<file path="src/verilog/skip_pkg.sv">
package skip_pkg;

    // Register byte offsets
    localparam logic [7:0] ADDR_IRQ_CTL_ONE = 8'h00;
    localparam logic [7:0] ADDR_IRQ_CTL_TWO = 8'h04;
    localparam logic [7:0] ADDR_FLAGS = 8'h08;
    localparam logic [7:0] ADDR_INT_STATUS = 8'h0C;
    localparam logic [7:0] ADDR_INT_MASK = 8'h10;
    localparam logic [7:0] ADDR_EXEC_STATE = 8'h14;

    // Register widths and reset values
    localparam int CTL_W = 4;
    localparam logic [3:0] IRQ_CTL_RST = 4'h0;
    localparam logic [3:0] INT_MASK_RST = 4'h0;
    localparam logic [3:0] INT_STATUS_RST = 4'h0;

    // Enable bit positions inside the interrupt control registers
    localparam int EN_ONE_BIT = 2;
    localparam int EN_TWO_BIT = 3;
    localparam int EN_THREE_BIT = 0;

    // Flags register layout
    localparam int FLAG_WAKE_BIT = 0;
    localparam int FLAG_TMR_LSB = 1;

    // Interrupt status layout
    localparam int ST_SKIP = 0;
    localparam int ST_SUPPRESS = 1;
    localparam int ST_TMR_REQ = 2;
    localparam int ST_WAKE = 3;

    // Execute port operation codes
    localparam logic [2:0] OP_NOP = 3'h0;
    localparam logic [2:0] OP_SKIP_WAKE = 3'h1;
    localparam logic [2:0] OP_SKIP_T1 = 3'h2;
    localparam logic [2:0] OP_SKIP_T2 = 3'h3;
    localparam logic [2:0] OP_SKIP_T3 = 3'h4;
    localparam logic [2:0] OP_SW_RESET = 3'h5;

    localparam int NUM_TIMERS = 3;
    localparam logic [8:0] TMR_OPS = {OP_SKIP_T3, OP_SKIP_T2, OP_SKIP_T1};

endpackage
</file>
<file path="src/verilog/req_flag_cell.sv">
`timescale 1ns/1ns
module req_flag_cell (
    // Clock and reset
    input wire logic hclk,
    input wire logic hresetn,
    input wire logic ce,
    input wire logic soft_clr,
    // Flag control
    input wire logic set_evt,
    input wire logic test_go,
    input wire logic irq_en,
    // Results
    output logic flag,
    output logic skip
);

    logic flag_r;
    logic flag_nxt;
    logic test_live;

    // Enabled interrupt turns the test into a plain no-operation
    assign test_live = test_go & ~irq_en;
    assign skip = test_live & flag_r;
    assign flag = flag_r;

    // Set beats the test clear so a same-cycle request survives
    assign flag_nxt = soft_clr ? 1'b0 :
                      set_evt ? 1'b1 :
                      test_live ? 1'b0 : flag_r;

    always_ff @(posedge hclk or negedge hresetn)
    begin
        if (!hresetn)
            flag_r <= 1'b0;
        else if (ce)
            flag_r <= flag_nxt;
    end
endmodule

</file>
<file path="src/verilog/skip_on_flag_instruction_logic.sv">
`timescale 1ns/1ns
// Overview of operation
// RULE1: Wake-indicator test skips next instruction when flag set; flag stays unchanged.
// RULE2: Timer-1 test with enable low clears its flag, skipping if it was set.
// RULE3: Timer-1 test with enable high is a no-operation: no skip, no change.
// RULE4: Timer-1 enable is bit 2 of interrupt control register one.
// RULE5: Timer-2 test with enable low clears its flag, skipping if it was set.
// RULE6: Timer-2 test with enable high is a no-operation: no skip, no change.
// RULE7: Timer-2 enable is bit 3 of interrupt control register one.
// RULE8: Timer-3 test with enable low clears its flag, skipping if it was set.
// RULE9: Timer-3 test with enable high is a no-operation: no skip, no change.
// RULE10: Timer-3 enable is bit 0 of interrupt control register two.
// RULE11: Software reset instruction triggers a full system reset like any source.
// RULE12: Skipped instruction is suppressed; clear and skip happen in one cycle.
module skip_on_flag_instruction_logic #(
    parameter int CTL_W = skip_pkg::CTL_W
) (
    // Clock, reset, enable
    input wire logic hclk,
    input wire logic hresetn,
    input wire logic ce,
    // AHB-Lite slave
    input wire logic hsel,
    input wire logic [31:0] haddr,
    input wire logic [1:0] htrans,
    input wire logic hwrite,
    input wire logic [2:0] hsize,
    input wire logic [31:0] hwdata,
    input wire logic hready,
    output logic hreadyout,
    output logic hresp,
    output logic [31:0] hrdata,
    // Execute port from the instruction pipeline
    input wire logic exec_valid,
    input wire logic [2:0] exec_op,
    output logic skip_now,
    output logic suppress,
    output logic sys_reset_req,
    // Flag set events
    input wire logic wake_set,
    input wire logic [2:0] tmr_set,
    // Flag state
    output logic wake_flag,
    output logic [2:0] tmr_flag,
    // Interrupt
    output logic irq
);

    localparam int NT = skip_pkg::NUM_TIMERS;

    logic [CTL_W-1:0] irq_ctl_one_r;
    logic [CTL_W-1:0] irq_ctl_one_nxt;
    logic [CTL_W-1:0] irq_ctl_two_r;
    logic [CTL_W-1:0] irq_ctl_two_nxt;
    logic [3:0] int_mask_r;
    logic [3:0] int_mask_nxt;
    logic [3:0] int_status_r;
    logic [3:0] int_status_nxt;
    logic [3:0] int_events;
    logic wake_flag_r;
    logic wake_flag_nxt;
    logic suppress_r;
    logic suppress_nxt;
    logic sreset_r;
    logic sreset_nxt;
    logic dwr_r;
    logic dwr_nxt;
    logic drd_r;
    logic drd_nxt;
    logic [7:0] daddr_r;
    logic [7:0] daddr_nxt;

    logic ahb_go;
    logic wr_go;
    logic rd_go;
    logic wr_ctl_one;
    logic wr_ctl_two;
    logic wr_flags;
    logic wr_mask;
    logic rd_status;
    logic [31:0] rd_data;

    logic exec_go;
    logic act;
    logic is_wake;
    logic is_software_system_reset;
    logic skip_wake;
    logic soft_clr;
    logic wake_clr;
    logic [NT-1:0] en_vec;
    logic [NT-1:0] test_go;
    logic [NT-1:0] tmr_skip;
    logic [NT-1:0] tmr_flag_w;

    // Bus side: zero wait states, stalls only while the clock enable is low
    assign hreadyout = ce;
    assign hresp = 1'b0;
    assign ahb_go = hsel & htrans[1] & hready & ce;
    assign dwr_nxt = ahb_go & hwrite;
    assign drd_nxt = ahb_go & ~hwrite;
    assign daddr_nxt = ahb_go ? haddr[7:0] : daddr_r;
    assign wr_go = dwr_r & ce;
    assign rd_go = drd_r & ce;

    // Write and read-side-effect decode
    assign wr_ctl_one = wr_go & (daddr_r == skip_pkg::ADDR_IRQ_CTL_ONE);
    assign wr_ctl_two = wr_go & (daddr_r == skip_pkg::ADDR_IRQ_CTL_TWO);
    assign wr_flags = wr_go & (daddr_r == skip_pkg::ADDR_FLAGS);
    assign wr_mask = wr_go & (daddr_r == skip_pkg::ADDR_INT_MASK);
    assign rd_status = rd_go & (daddr_r == skip_pkg::ADDR_INT_STATUS);

    // Read mux; unmapped offsets read as zero
    assign rd_data =
        (daddr_r == skip_pkg::ADDR_IRQ_CTL_ONE) ? {{(32-CTL_W){1'b0}}, irq_ctl_one_r} :
        (daddr_r == skip_pkg::ADDR_IRQ_CTL_TWO) ? {{(32-CTL_W){1'b0}}, irq_ctl_two_r} :
        (daddr_r == skip_pkg::ADDR_FLAGS) ? {28'h0000000, tmr_flag_w, wake_flag_r} :
        (daddr_r == skip_pkg::ADDR_INT_STATUS) ? {28'h0000000, int_status_r} :
        (daddr_r == skip_pkg::ADDR_INT_MASK) ? {28'h0000000, int_mask_r} :
        (daddr_r == skip_pkg::ADDR_EXEC_STATE) ? {30'h0, sreset_r, suppress_r} :
        32'h00000000;
    assign hrdata = drd_r ? rd_data : 32'h00000000;

    // Enable bits picked from the control registers
    assign en_vec[0] = irq_ctl_one_r[skip_pkg::EN_ONE_BIT]; // RULE4
    assign en_vec[1] = irq_ctl_one_r[skip_pkg::EN_TWO_BIT]; // RULE7
    assign en_vec[2] = irq_ctl_two_r[skip_pkg::EN_THREE_BIT]; // RULE10

    // Instruction side; a suppressed slot runs no test or reset but still logs ST_SUPPRESS
    assign exec_go = exec_valid & ce;
    assign act = exec_go & ~suppress_r; // RULE12
    assign suppress = exec_valid & suppress_r; // RULE12
    assign is_wake = exec_op == skip_pkg::OP_SKIP_WAKE;
    assign is_software_system_reset = exec_op == skip_pkg::OP_SW_RESET;
    assign skip_wake = act & is_wake & wake_flag_r; // RULE1
    assign skip_now = skip_wake | (|tmr_skip); // RULE12

    genvar gi;
    generate
        for (gi = 0; gi < NT; gi = gi + 1)
        begin : g_tmr
            assign test_go[gi] = act & (exec_op == skip_pkg::TMR_OPS[3*gi +: 3]);
            req_flag_cell u_cell (
                .hclk(hclk),
                .hresetn(hresetn),
                .ce(ce),
                .soft_clr(soft_clr),
                .set_evt(tmr_set[gi]),
                .test_go(test_go[gi]), // RULE2 RULE5 RULE8
                .irq_en(en_vec[gi]), // RULE3 RULE6 RULE9
                .flag(tmr_flag_w[gi]),
                .skip(tmr_skip[gi])
            );
        end
    endgenerate

    // Skip marks the very next issued slot for suppression
    assign suppress_nxt = soft_clr ? 1'b0 : exec_go ? skip_now : suppress_r; // RULE12

    // Software reset fires one cycle later and clears this block like a hard reset
    assign sreset_nxt = act & is_software_system_reset; // RULE11
    assign soft_clr = sreset_r; // RULE11
    assign sys_reset_req = sreset_r;

    // Wake indicator: test never touches it; bus write of one clears, set wins
    assign wake_clr = wr_flags & hwdata[skip_pkg::FLAG_WAKE_BIT];
    assign wake_flag_nxt = soft_clr ? 1'b0 :
                           wake_set ? 1'b1 :
                           wake_clr ? 1'b0 : wake_flag_r; // RULE1

    assign irq_ctl_one_nxt = soft_clr ? skip_pkg::IRQ_CTL_RST :
                             wr_ctl_one ? hwdata[CTL_W-1:0] : irq_ctl_one_r;
    assign irq_ctl_two_nxt = soft_clr ? skip_pkg::IRQ_CTL_RST :
                             wr_ctl_two ? hwdata[CTL_W-1:0] : irq_ctl_two_r;
    assign int_mask_nxt = soft_clr ? skip_pkg::INT_MASK_RST :
                          wr_mask ? hwdata[3:0] : int_mask_r;

    // Sticky events; read clears, a new event in that cycle still lands
    assign int_events[skip_pkg::ST_SKIP] = exec_go & skip_now;
    assign int_events[skip_pkg::ST_SUPPRESS] = exec_go & suppress_r;
    assign int_events[skip_pkg::ST_TMR_REQ] = |tmr_set;
    assign int_events[skip_pkg::ST_WAKE] = wake_set;
    assign int_status_nxt = soft_clr ? skip_pkg::INT_STATUS_RST :
                            ((rd_status ? 4'h0 : int_status_r) | int_events);
    assign irq = |(int_status_r & int_mask_r);

    assign wake_flag = wake_flag_r;
    assign tmr_flag = tmr_flag_w;

    always_ff @(posedge hclk or negedge hresetn)
    begin
        if (!hresetn)
        begin
            dwr_r <= 1'b0;
            drd_r <= 1'b0;
            daddr_r <= 8'h00;
        end
        else if (ce)
        begin
            dwr_r <= dwr_nxt;
            drd_r <= drd_nxt;
            daddr_r <= daddr_nxt;
        end
    end

    always_ff @(posedge hclk or negedge hresetn)
    begin
        if (!hresetn)
        begin
            irq_ctl_one_r <= skip_pkg::IRQ_CTL_RST;
            irq_ctl_two_r <= skip_pkg::IRQ_CTL_RST;
            int_mask_r <= skip_pkg::INT_MASK_RST;
            int_status_r <= skip_pkg::INT_STATUS_RST;
        end
        else if (ce)
        begin
            irq_ctl_one_r <= irq_ctl_one_nxt;
            irq_ctl_two_r <= irq_ctl_two_nxt;
            int_mask_r <= int_mask_nxt;
            int_status_r <= int_status_nxt;
        end
    end

    always_ff @(posedge hclk or negedge hresetn)
    begin
        if (!hresetn)
        begin
            wake_flag_r <= 1'b0;
            suppress_r <= 1'b0;
            sreset_r <= 1'b0;
        end
        else if (ce)
        begin
            wake_flag_r <= wake_flag_nxt;
            suppress_r <= suppress_nxt;
            sreset_r <= sreset_nxt;
        end
    end
endmodule

</file>
<file path="config.mk">
export PLATFORM = sky130hd
export DESIGN_NAME = skip_on_flag_instruction_logic
export DESIGN_NICKNAME = d
export VERILOG_FILES = /design/src/verilog/skip_pkg.sv /design/src/verilog/req_flag_cell.sv /design/src/verilog/skip_on_flag_instruction_logic.sv
export SDC_FILE = /design/constraint.sdc
export NUM_CORES = 1
export LEC_CHECK = 0
export BUFFER_PORTS_ARGS = -buffer_cell sky130_fd_sc_hd__buf_4
export CAP_MARGIN = 20
export CORE_MARGIN = 3
export CORE_UTILIZATION = 30
export CTS_BUF_LIST = sky130_fd_sc_hd__clkbuf_16
export CTS_CLUSTER_SIZE = 10
export DETAILED_ROUTE_END_ITERATION = 10
export HOLD_SLACK_MARGIN = 0.02
export PLACE_DENSITY = 0.65
export SLEW_MARGIN = 5
export SYNTH_ARGS = -nofsm -noshare
export SYNTH_HDL_FRONTEND = slang
export SYNTH_SLANG_ARGS = --single-unit
</file>
<file path="constraint.sdc">
create_clock -name hclk -period 2.75 [get_ports hclk]
set_input_delay 0.1375 -clock hclk [delete_from_list [all_inputs] [get_ports hclk]]
set_output_delay 0.1375 -clock hclk [all_outputs]
set_load 0.005 [all_outputs]
</file>
# After elaboration in Yosys (flattened, before gate mapping)
# Cells that the tools add are included.
[word_totals] reg_bits=32 word_cells=111
[op_classes] eq_ne=10 n_mux=29 bitwise=38 n_reduce_logical=21
[ops] cell="$mux W4" n=14
[ops] cell="$and A1 B1 Y1" n=30
[ops] cell="$reduce_and A2 Y1" n=9
[ops] cell="$eq A8 B4 Y1 const B" n=2
[ops] cell="$eq A8 B5 Y1 const B" n=2
[ops] cell="$mux W1" n=14
[ops] cell="$reduce_bool A3 Y1" n=4
[ops] cell="$eq A8 B3 Y1 const B" n=1
[ops] cell="$logic_not A8 Y1" n=1
[ops] cell="$reduce_bool A2 Y1" n=4
[ops] cell="$eq A3 B2 Y1 const B" n=2
[ops] cell="$eq A3 B3 Y1 const B" n=2
[ops] cell="$reduce_or A3 Y1" n=2
[ops] cell="$not A1 Y1" n=5
[ops] cell="$and A4 B4 Y4" n=1
[ops] cell="$or A4 B4 Y4" n=1
[ops] cell="$reduce_or A4 Y1" n=1
[ops] cell="$eq A3 B1 Y1 const B" n=1
[ops] cell="$mux W2" n=1
[ops] cell="$or A1 B1 Y1" n=1

# Logic depth before layout (Yosys ltp)
[logic_depth] word_depth=10 mapped_depth=6 mapped_depth_nobuf=4

# Cells and area by module
# From an unflattened synthesis, not the netlist that was laid out.
[hier_totals] cells_unflattened=227 area_unflattened_um2=2127.0
[modules_own_cells] mod="skip_on_flag_instruction_logic" n_inst=1 cells_each=206 area_each_um2=1901.8 seq_area_each_um2=725.7
[modules_own_cells] mod="req_flag_cell" n_inst=3 cells_each=7 area_each_um2=75.1 seq_area_each_um2=25.0

# Least setup slack after synthesis
# OpenSTA, ideal clock, no wires.
[synth_path] path_kind="register -> register" start="register daddr_r[7]" end="register irq_ctl_two_r[1]" setup_ns=0.121 t_arrival_ns=1.801 t_required_ns=2.629 setup_slack_ns=0.828 path_stages_with_launch=5 n_path_buf=1 path_cell_list="dfrtp_1 -> or4_4 -> or4_4 -> buf_6 -> a32o_2"
[synth_via] elab_chain_len=4
[synth_lines] item="start, declared" line_no="skip_on_flag_instruction_logic.sv:70" source="logic [7:0] daddr_r;"
[synth_lines] item="start signal, assigned" line_no="skip_on_flag_instruction_logic.sv:201" source="daddr_r <= daddr_nxt;"
[synth_lines] item="$eq A8 B3 Y1" line_no="skip_on_flag_instruction_logic.sv:107" source="assign wr_ctl_two = wr_go & (daddr_r == skip_pkg::ADDR_IRQ_CTL_TWO);"
[synth_lines] item="$and A1 B1 Y1" line_no="skip_on_flag_instruction_logic.sv:107"
[synth_lines] item="$reduce_bool A2 Y1 (no source line)"
[synth_lines] item="$reduce_and A2 Y1 (no source line)"
[synth_lines] item="end signal, assigned" line_no="skip_on_flag_instruction_logic.sv:210" source="irq_ctl_two_r <= skip_pkg::IRQ_CTL_RST;"
[synth_lines] item="end signal, assigned" line_no="skip_on_flag_instruction_logic.sv:217" source="irq_ctl_two_r <= irq_ctl_two_nxt;"
[synth_lines] item="end, declared" line_no="skip_on_flag_instruction_logic.sv:53" source="logic [CTL_W-1:0] irq_ctl_two_r;"
# No other way between the ends.
# A chain may end at the register's enable or synchronous reset.

# Worst setup path in the final report
[layout_path] start="register daddr_r[7]" end="output port hrdata[0]"
[layout_via] elab_chain_len=8
[layout_lines] item="$eq A8 B5 Y1" line_no="skip_on_flag_instruction_logic.sv:119" source="(daddr_r == skip_pkg::ADDR_EXEC_STATE) ? {30'h0, sreset_r, suppress_r} :"
[layout_lines] item="$mux W2" line_no="skip_on_flag_instruction_logic.sv:119"
[layout_lines] item="$mux W4" line_no="skip_on_flag_instruction_logic.sv:118" source="(daddr_r == skip_pkg::ADDR_INT_MASK) ? {28'h0000000, int_mask_r} :"
[layout_lines] item="$mux W4" line_no="skip_on_flag_instruction_logic.sv:117" source="(daddr_r == skip_pkg::ADDR_INT_STATUS) ? {28'h0000000, int_status_r} :"
[layout_lines] item="$mux W4" line_no="skip_on_flag_instruction_logic.sv:116" source="(daddr_r == skip_pkg::ADDR_FLAGS) ? {28'h0000000, tmr_flag_w, wake_flag_r} :"
[layout_lines] item="$mux W4" line_no="skip_on_flag_instruction_logic.sv:115" source="(daddr_r == skip_pkg::ADDR_IRQ_CTL_TWO) ? {{(32-CTL_W){1'b0}}, irq_ctl_two_r} :"
[layout_lines] item="$mux W4 (*)" line_no="skip_on_flag_instruction_logic.sv:114" source="(daddr_r == skip_pkg::ADDR_IRQ_CTL_ONE) ? {{(32-CTL_W){1'b0}}, irq_ctl_one_r} :"
[layout_lines] item="$mux W4 (*)" line_no="skip_on_flag_instruction_logic.sv:121" source="assign hrdata = drd_r ? rd_data : 32'h00000000;"
[layout_lines] item="end, declared" line_no="skip_on_flag_instruction_logic.sv:32" source="output logic [31:0] hrdata,"
# Mark *: on every way between the ends. The rest lies on a longest branch, timed or not.

==> impl_metrics.py <==
metrics = {
    "clock_tree": {
        "cts.sinks": 32,
        "clock_latency_ps": 280,
        "clockBufferDepth": 2,
        "cts_max_level": 2,
        "cts_buffers": 5,
        "clk_pin_slew_worst_paths_ps": 50,
        "root_buffer": "clkbuf_16",
        "cts_tree": "done",
    },
    "critical_path": {
        "startpoint_type": "register",
        "path_buf_inv": 1,
        "cp-end-kind": "primary output",
        "critPathTopFamily": "simple AND/OR/NAND/NOR gates",
        "cp_max_fo": 5,
        "slowest_delay_ps": 580,
        "crit_type": "register to primary output",
        "path_cells": "or4_4 > nor3_1 > a32o_1 > o221a_1 > buf_4",
        "cp.required_ps": 2610,
        "crit_slowest_cell": "or4_4",
        "cp.arrival_ps": 2300,
    },
    "route": {
        "vias_per_cell": 5.15,
        "drt_iter0_markers": 142,
        "wl_per_cell_um": 15.2,
        "num_vias": 1668,
        "firstDrtPassIters": 4,
        "drt-total-wl_um": 4940,
        "drtAntennaViolNets": 0,
        "drc": 0,
    },
    "yosys": {
        "yosysTopAreaCell": "dfrtp_1",
        "synth_flop_cell": "dfrtp_1",
        "seq_area_frac_synth": 0.394,
        "postSynthCellCount": 211,
        "yosysTopAreaCellShare": 0.394,
        "netlist_top_cells_count": "buf_4 (33), dfrtp_1 (32), o21ai_0 (15)",
        "synthDistinctLibCells": 49,
        "synthTopCellsByArea": "dfrtp_1 (39%), buf_4 (12%), mux2_2 (4.4%)",
        "synth.avg_cell_area_um2": 9.64,
        "yosysWarnings": 0,
        "yosysMostFrequentCell": "buf_4",
        "synth_edf_count": 0,
        "async_flop_share": 1.00,
        "syn_area_um2": 2030,
        "synth_seq_cells": 32,
    },
    "floorplanning": {
        "start_util": 0.315,
        "dieWidth_um": 88.3,
        "dieArea_um2": 7800,
        "pin_count": 125,
        "rows": 29,
        "dieHeight_um": 88.3,
        "core_um2": 6460,
    },
    "power_and_ir_drop": {
        "total_leakage_power_nw": 1.15,
        "p_sw_w": 0.000397,
        "pwr-share-seq": 0.419,
        "p_clk_frac": 0.422,
        "power_frac_comb": 0.159,
        "switching_share": 0.269,
        "p_per_area_nw_per_um2": 611,
        "irDropWorstVdd_mv": 0.290,
        "power.internal_w": 0.00108,
    },
    "sta": {
        "final.setup_skew_ps": 9.18,
        "setup_viol": 0,
        "fin_hold_ws_ps": 53.5,
        "min_period_over_period": 0.887,
        "slew_viol_final": 0,
        "worst_pin_slew_ps": 792,
        "setup_tns_ps": 0,
        "rsz0062_at_grt": "no",
        "max_freq_mhz": 410,
        "slew-limit-headroom": 0.467,
        "period_needed_ps": 2440,
        "hold_viol_final": 0,
    },
    "status": {
        "status": "finished, final reports clean",
    },
    "placement": {
        "gp_congestion": 0.884,
        "dp_hpwl_um": 3720,
        "numPortBuffers": 39,
    },
    "global_route": {
        "overflow": 0,
        "grt_pass1_wl_um": 8040,
        "grt_pass1_vias": 1593,
        "grtUsageTotal": 0.134,
        "antenna_found_initial": 0,
        "grt_max_degree": 33,
    },
    "job": {
        "maxCapViolations": 0,
    },
    "finish": {
        "fillerInstances": 636,
        "drive_gt1_frac": 0.267,
        "antenna_cells": 0,
        "nets": 329,
        "area_growth_pct": 18.8,
        "multiInputGateArea_um2": 992,
        "seq_area_um2": 801,
    },
    "worst_hold_path": {
        "hp-class": "input pin to register",
    },
}
[worst paths after layout]
| path | slack, ps | from | endpoint | depth (start not counted) |
|---|---|---|---|---|
| min reg2reg | 530 | irq_ctl_two_r[2] | irq_ctl_two_r[2] | 1 |
| min in group asynchronous | 350 | hresetn | int_mask_r[3] | 2 |
| min | 50 | hwrite | drd_r | 2 |
| max reg2reg | 760 | daddr_r[7] | wake_flag | 4 |
| max | 310 | daddr_r[7] | hrdata[0] | 5 |
| max in group asynchronous | 2100 | hresetn | int_status_r[1] | 2 |
[state kept, by name (all words and copies together) (netlist names)]
| register | cells |
|---|---|
| wake_flag | 1 |
| drd_r | 1 |
| irq_ctl_two_r | 4 |
| int_mask_r | 4 |
| dwr_r | 1 |
| daddr_r | 8 |
| sys_reset_req | 1 |
| suppress_r | 1 |
| int_status_r | 4 |
| g_tmr.u_cell.flag | 3 |
| irq_ctl_one_r | 4 |
[cells in the final DEF, fill, tap and decap left out, types with 2 or more instances in the layout]
cell / n
buf_4: 40
dfrtp_1: 32
conb_1: 29
o21ai_0: 15
nand2_1: 14
inv_1: 13
mux2_2: 8
o2bb2ai_1: 8
mux2i_1: 6
and2_1: 5
nor2_1: 5
a21oi_1: 5
nand3_1: 5
clkbuf_16: 5
nand2b_1: 4
and3_1: 4
a32o_1: 3
o31ai_1: 3
or4_4: 2
nor3_1: 2
nor4b_1: 2
or3b_2: 2
nor3b_1: 2
o221a_1: 2
o32a_1: 2
a22oi_1: 2
nand4_1: 2
a32o_2: 2
o22ai_1: 2
[routing by layer]
layer	track usage	wire length [um]	part of all wire
met3	0.0326	346	0.070
met5	0	0	0
met1	0.182	2140	0.43
met4	0.0426	68	0.014
met2	0.212	2390	0.48
[timing repair]
item,in CTS,in global routing
setup buffers,0,0
gates resized for setup,0,0
hold buffers,1,0
hold endpoints to repair,32,0
[cell families (layout without fill, tap and decap cells)]
kind of cell	after synthesis	after routing	synth area share
AO/OA/AOI/OAI	54	54	0.199
buffers and inverters	54	62	0.170
flip-flops	32	32	0.394
multiplexers	14	14	0.0738
other	1	29	0.00184
AND/OR/NAND/NOR	56	56	0.162
[power groups by stage]
stage | logic (W) | clock network [W] | registers [W]
4_1_cts | 0.000236 | 0.000634 | 0.000617
2_1_floorplan | 0.000203 | 0 | 0.000586
3_3_place_gp | 0.000228 | 0 | 0.000622
5_1_grt | 0.000270 | 0.000663 | 0.000630
6_report | 0.000234 | 0.000623 | 0.000618
3_5_place_dp | 0.000233 | 0 | 0.000625
[layout make-up]
class                   count  area share
multi-input cells         153       0.411
flip-flops and latches     32       0.331
repair buffers             41       0.128
clock buffers               5      0.0518
well taps                  77      0.0399
inverters                  13      0.0202
clock inverters             3      0.0176
[per-stage QoR]
step	util	power [W]	worst slack, ps	instances	area [um^2]
2_1_floorplan	-	0.000789	828	239	2140
3_3_place_gp	0.347	0.000850	632	315	2240
3_5_place_dp	0.347	0.000858	618	315	2240
4_1_cts	0.374	0.00149	319	324	2420
5_1_grt	0.374	0.00156	229	324	2420
6_report	0.374	0.00148	311	324	2420
Note: power is estimated with default switching activity, not from simulation.
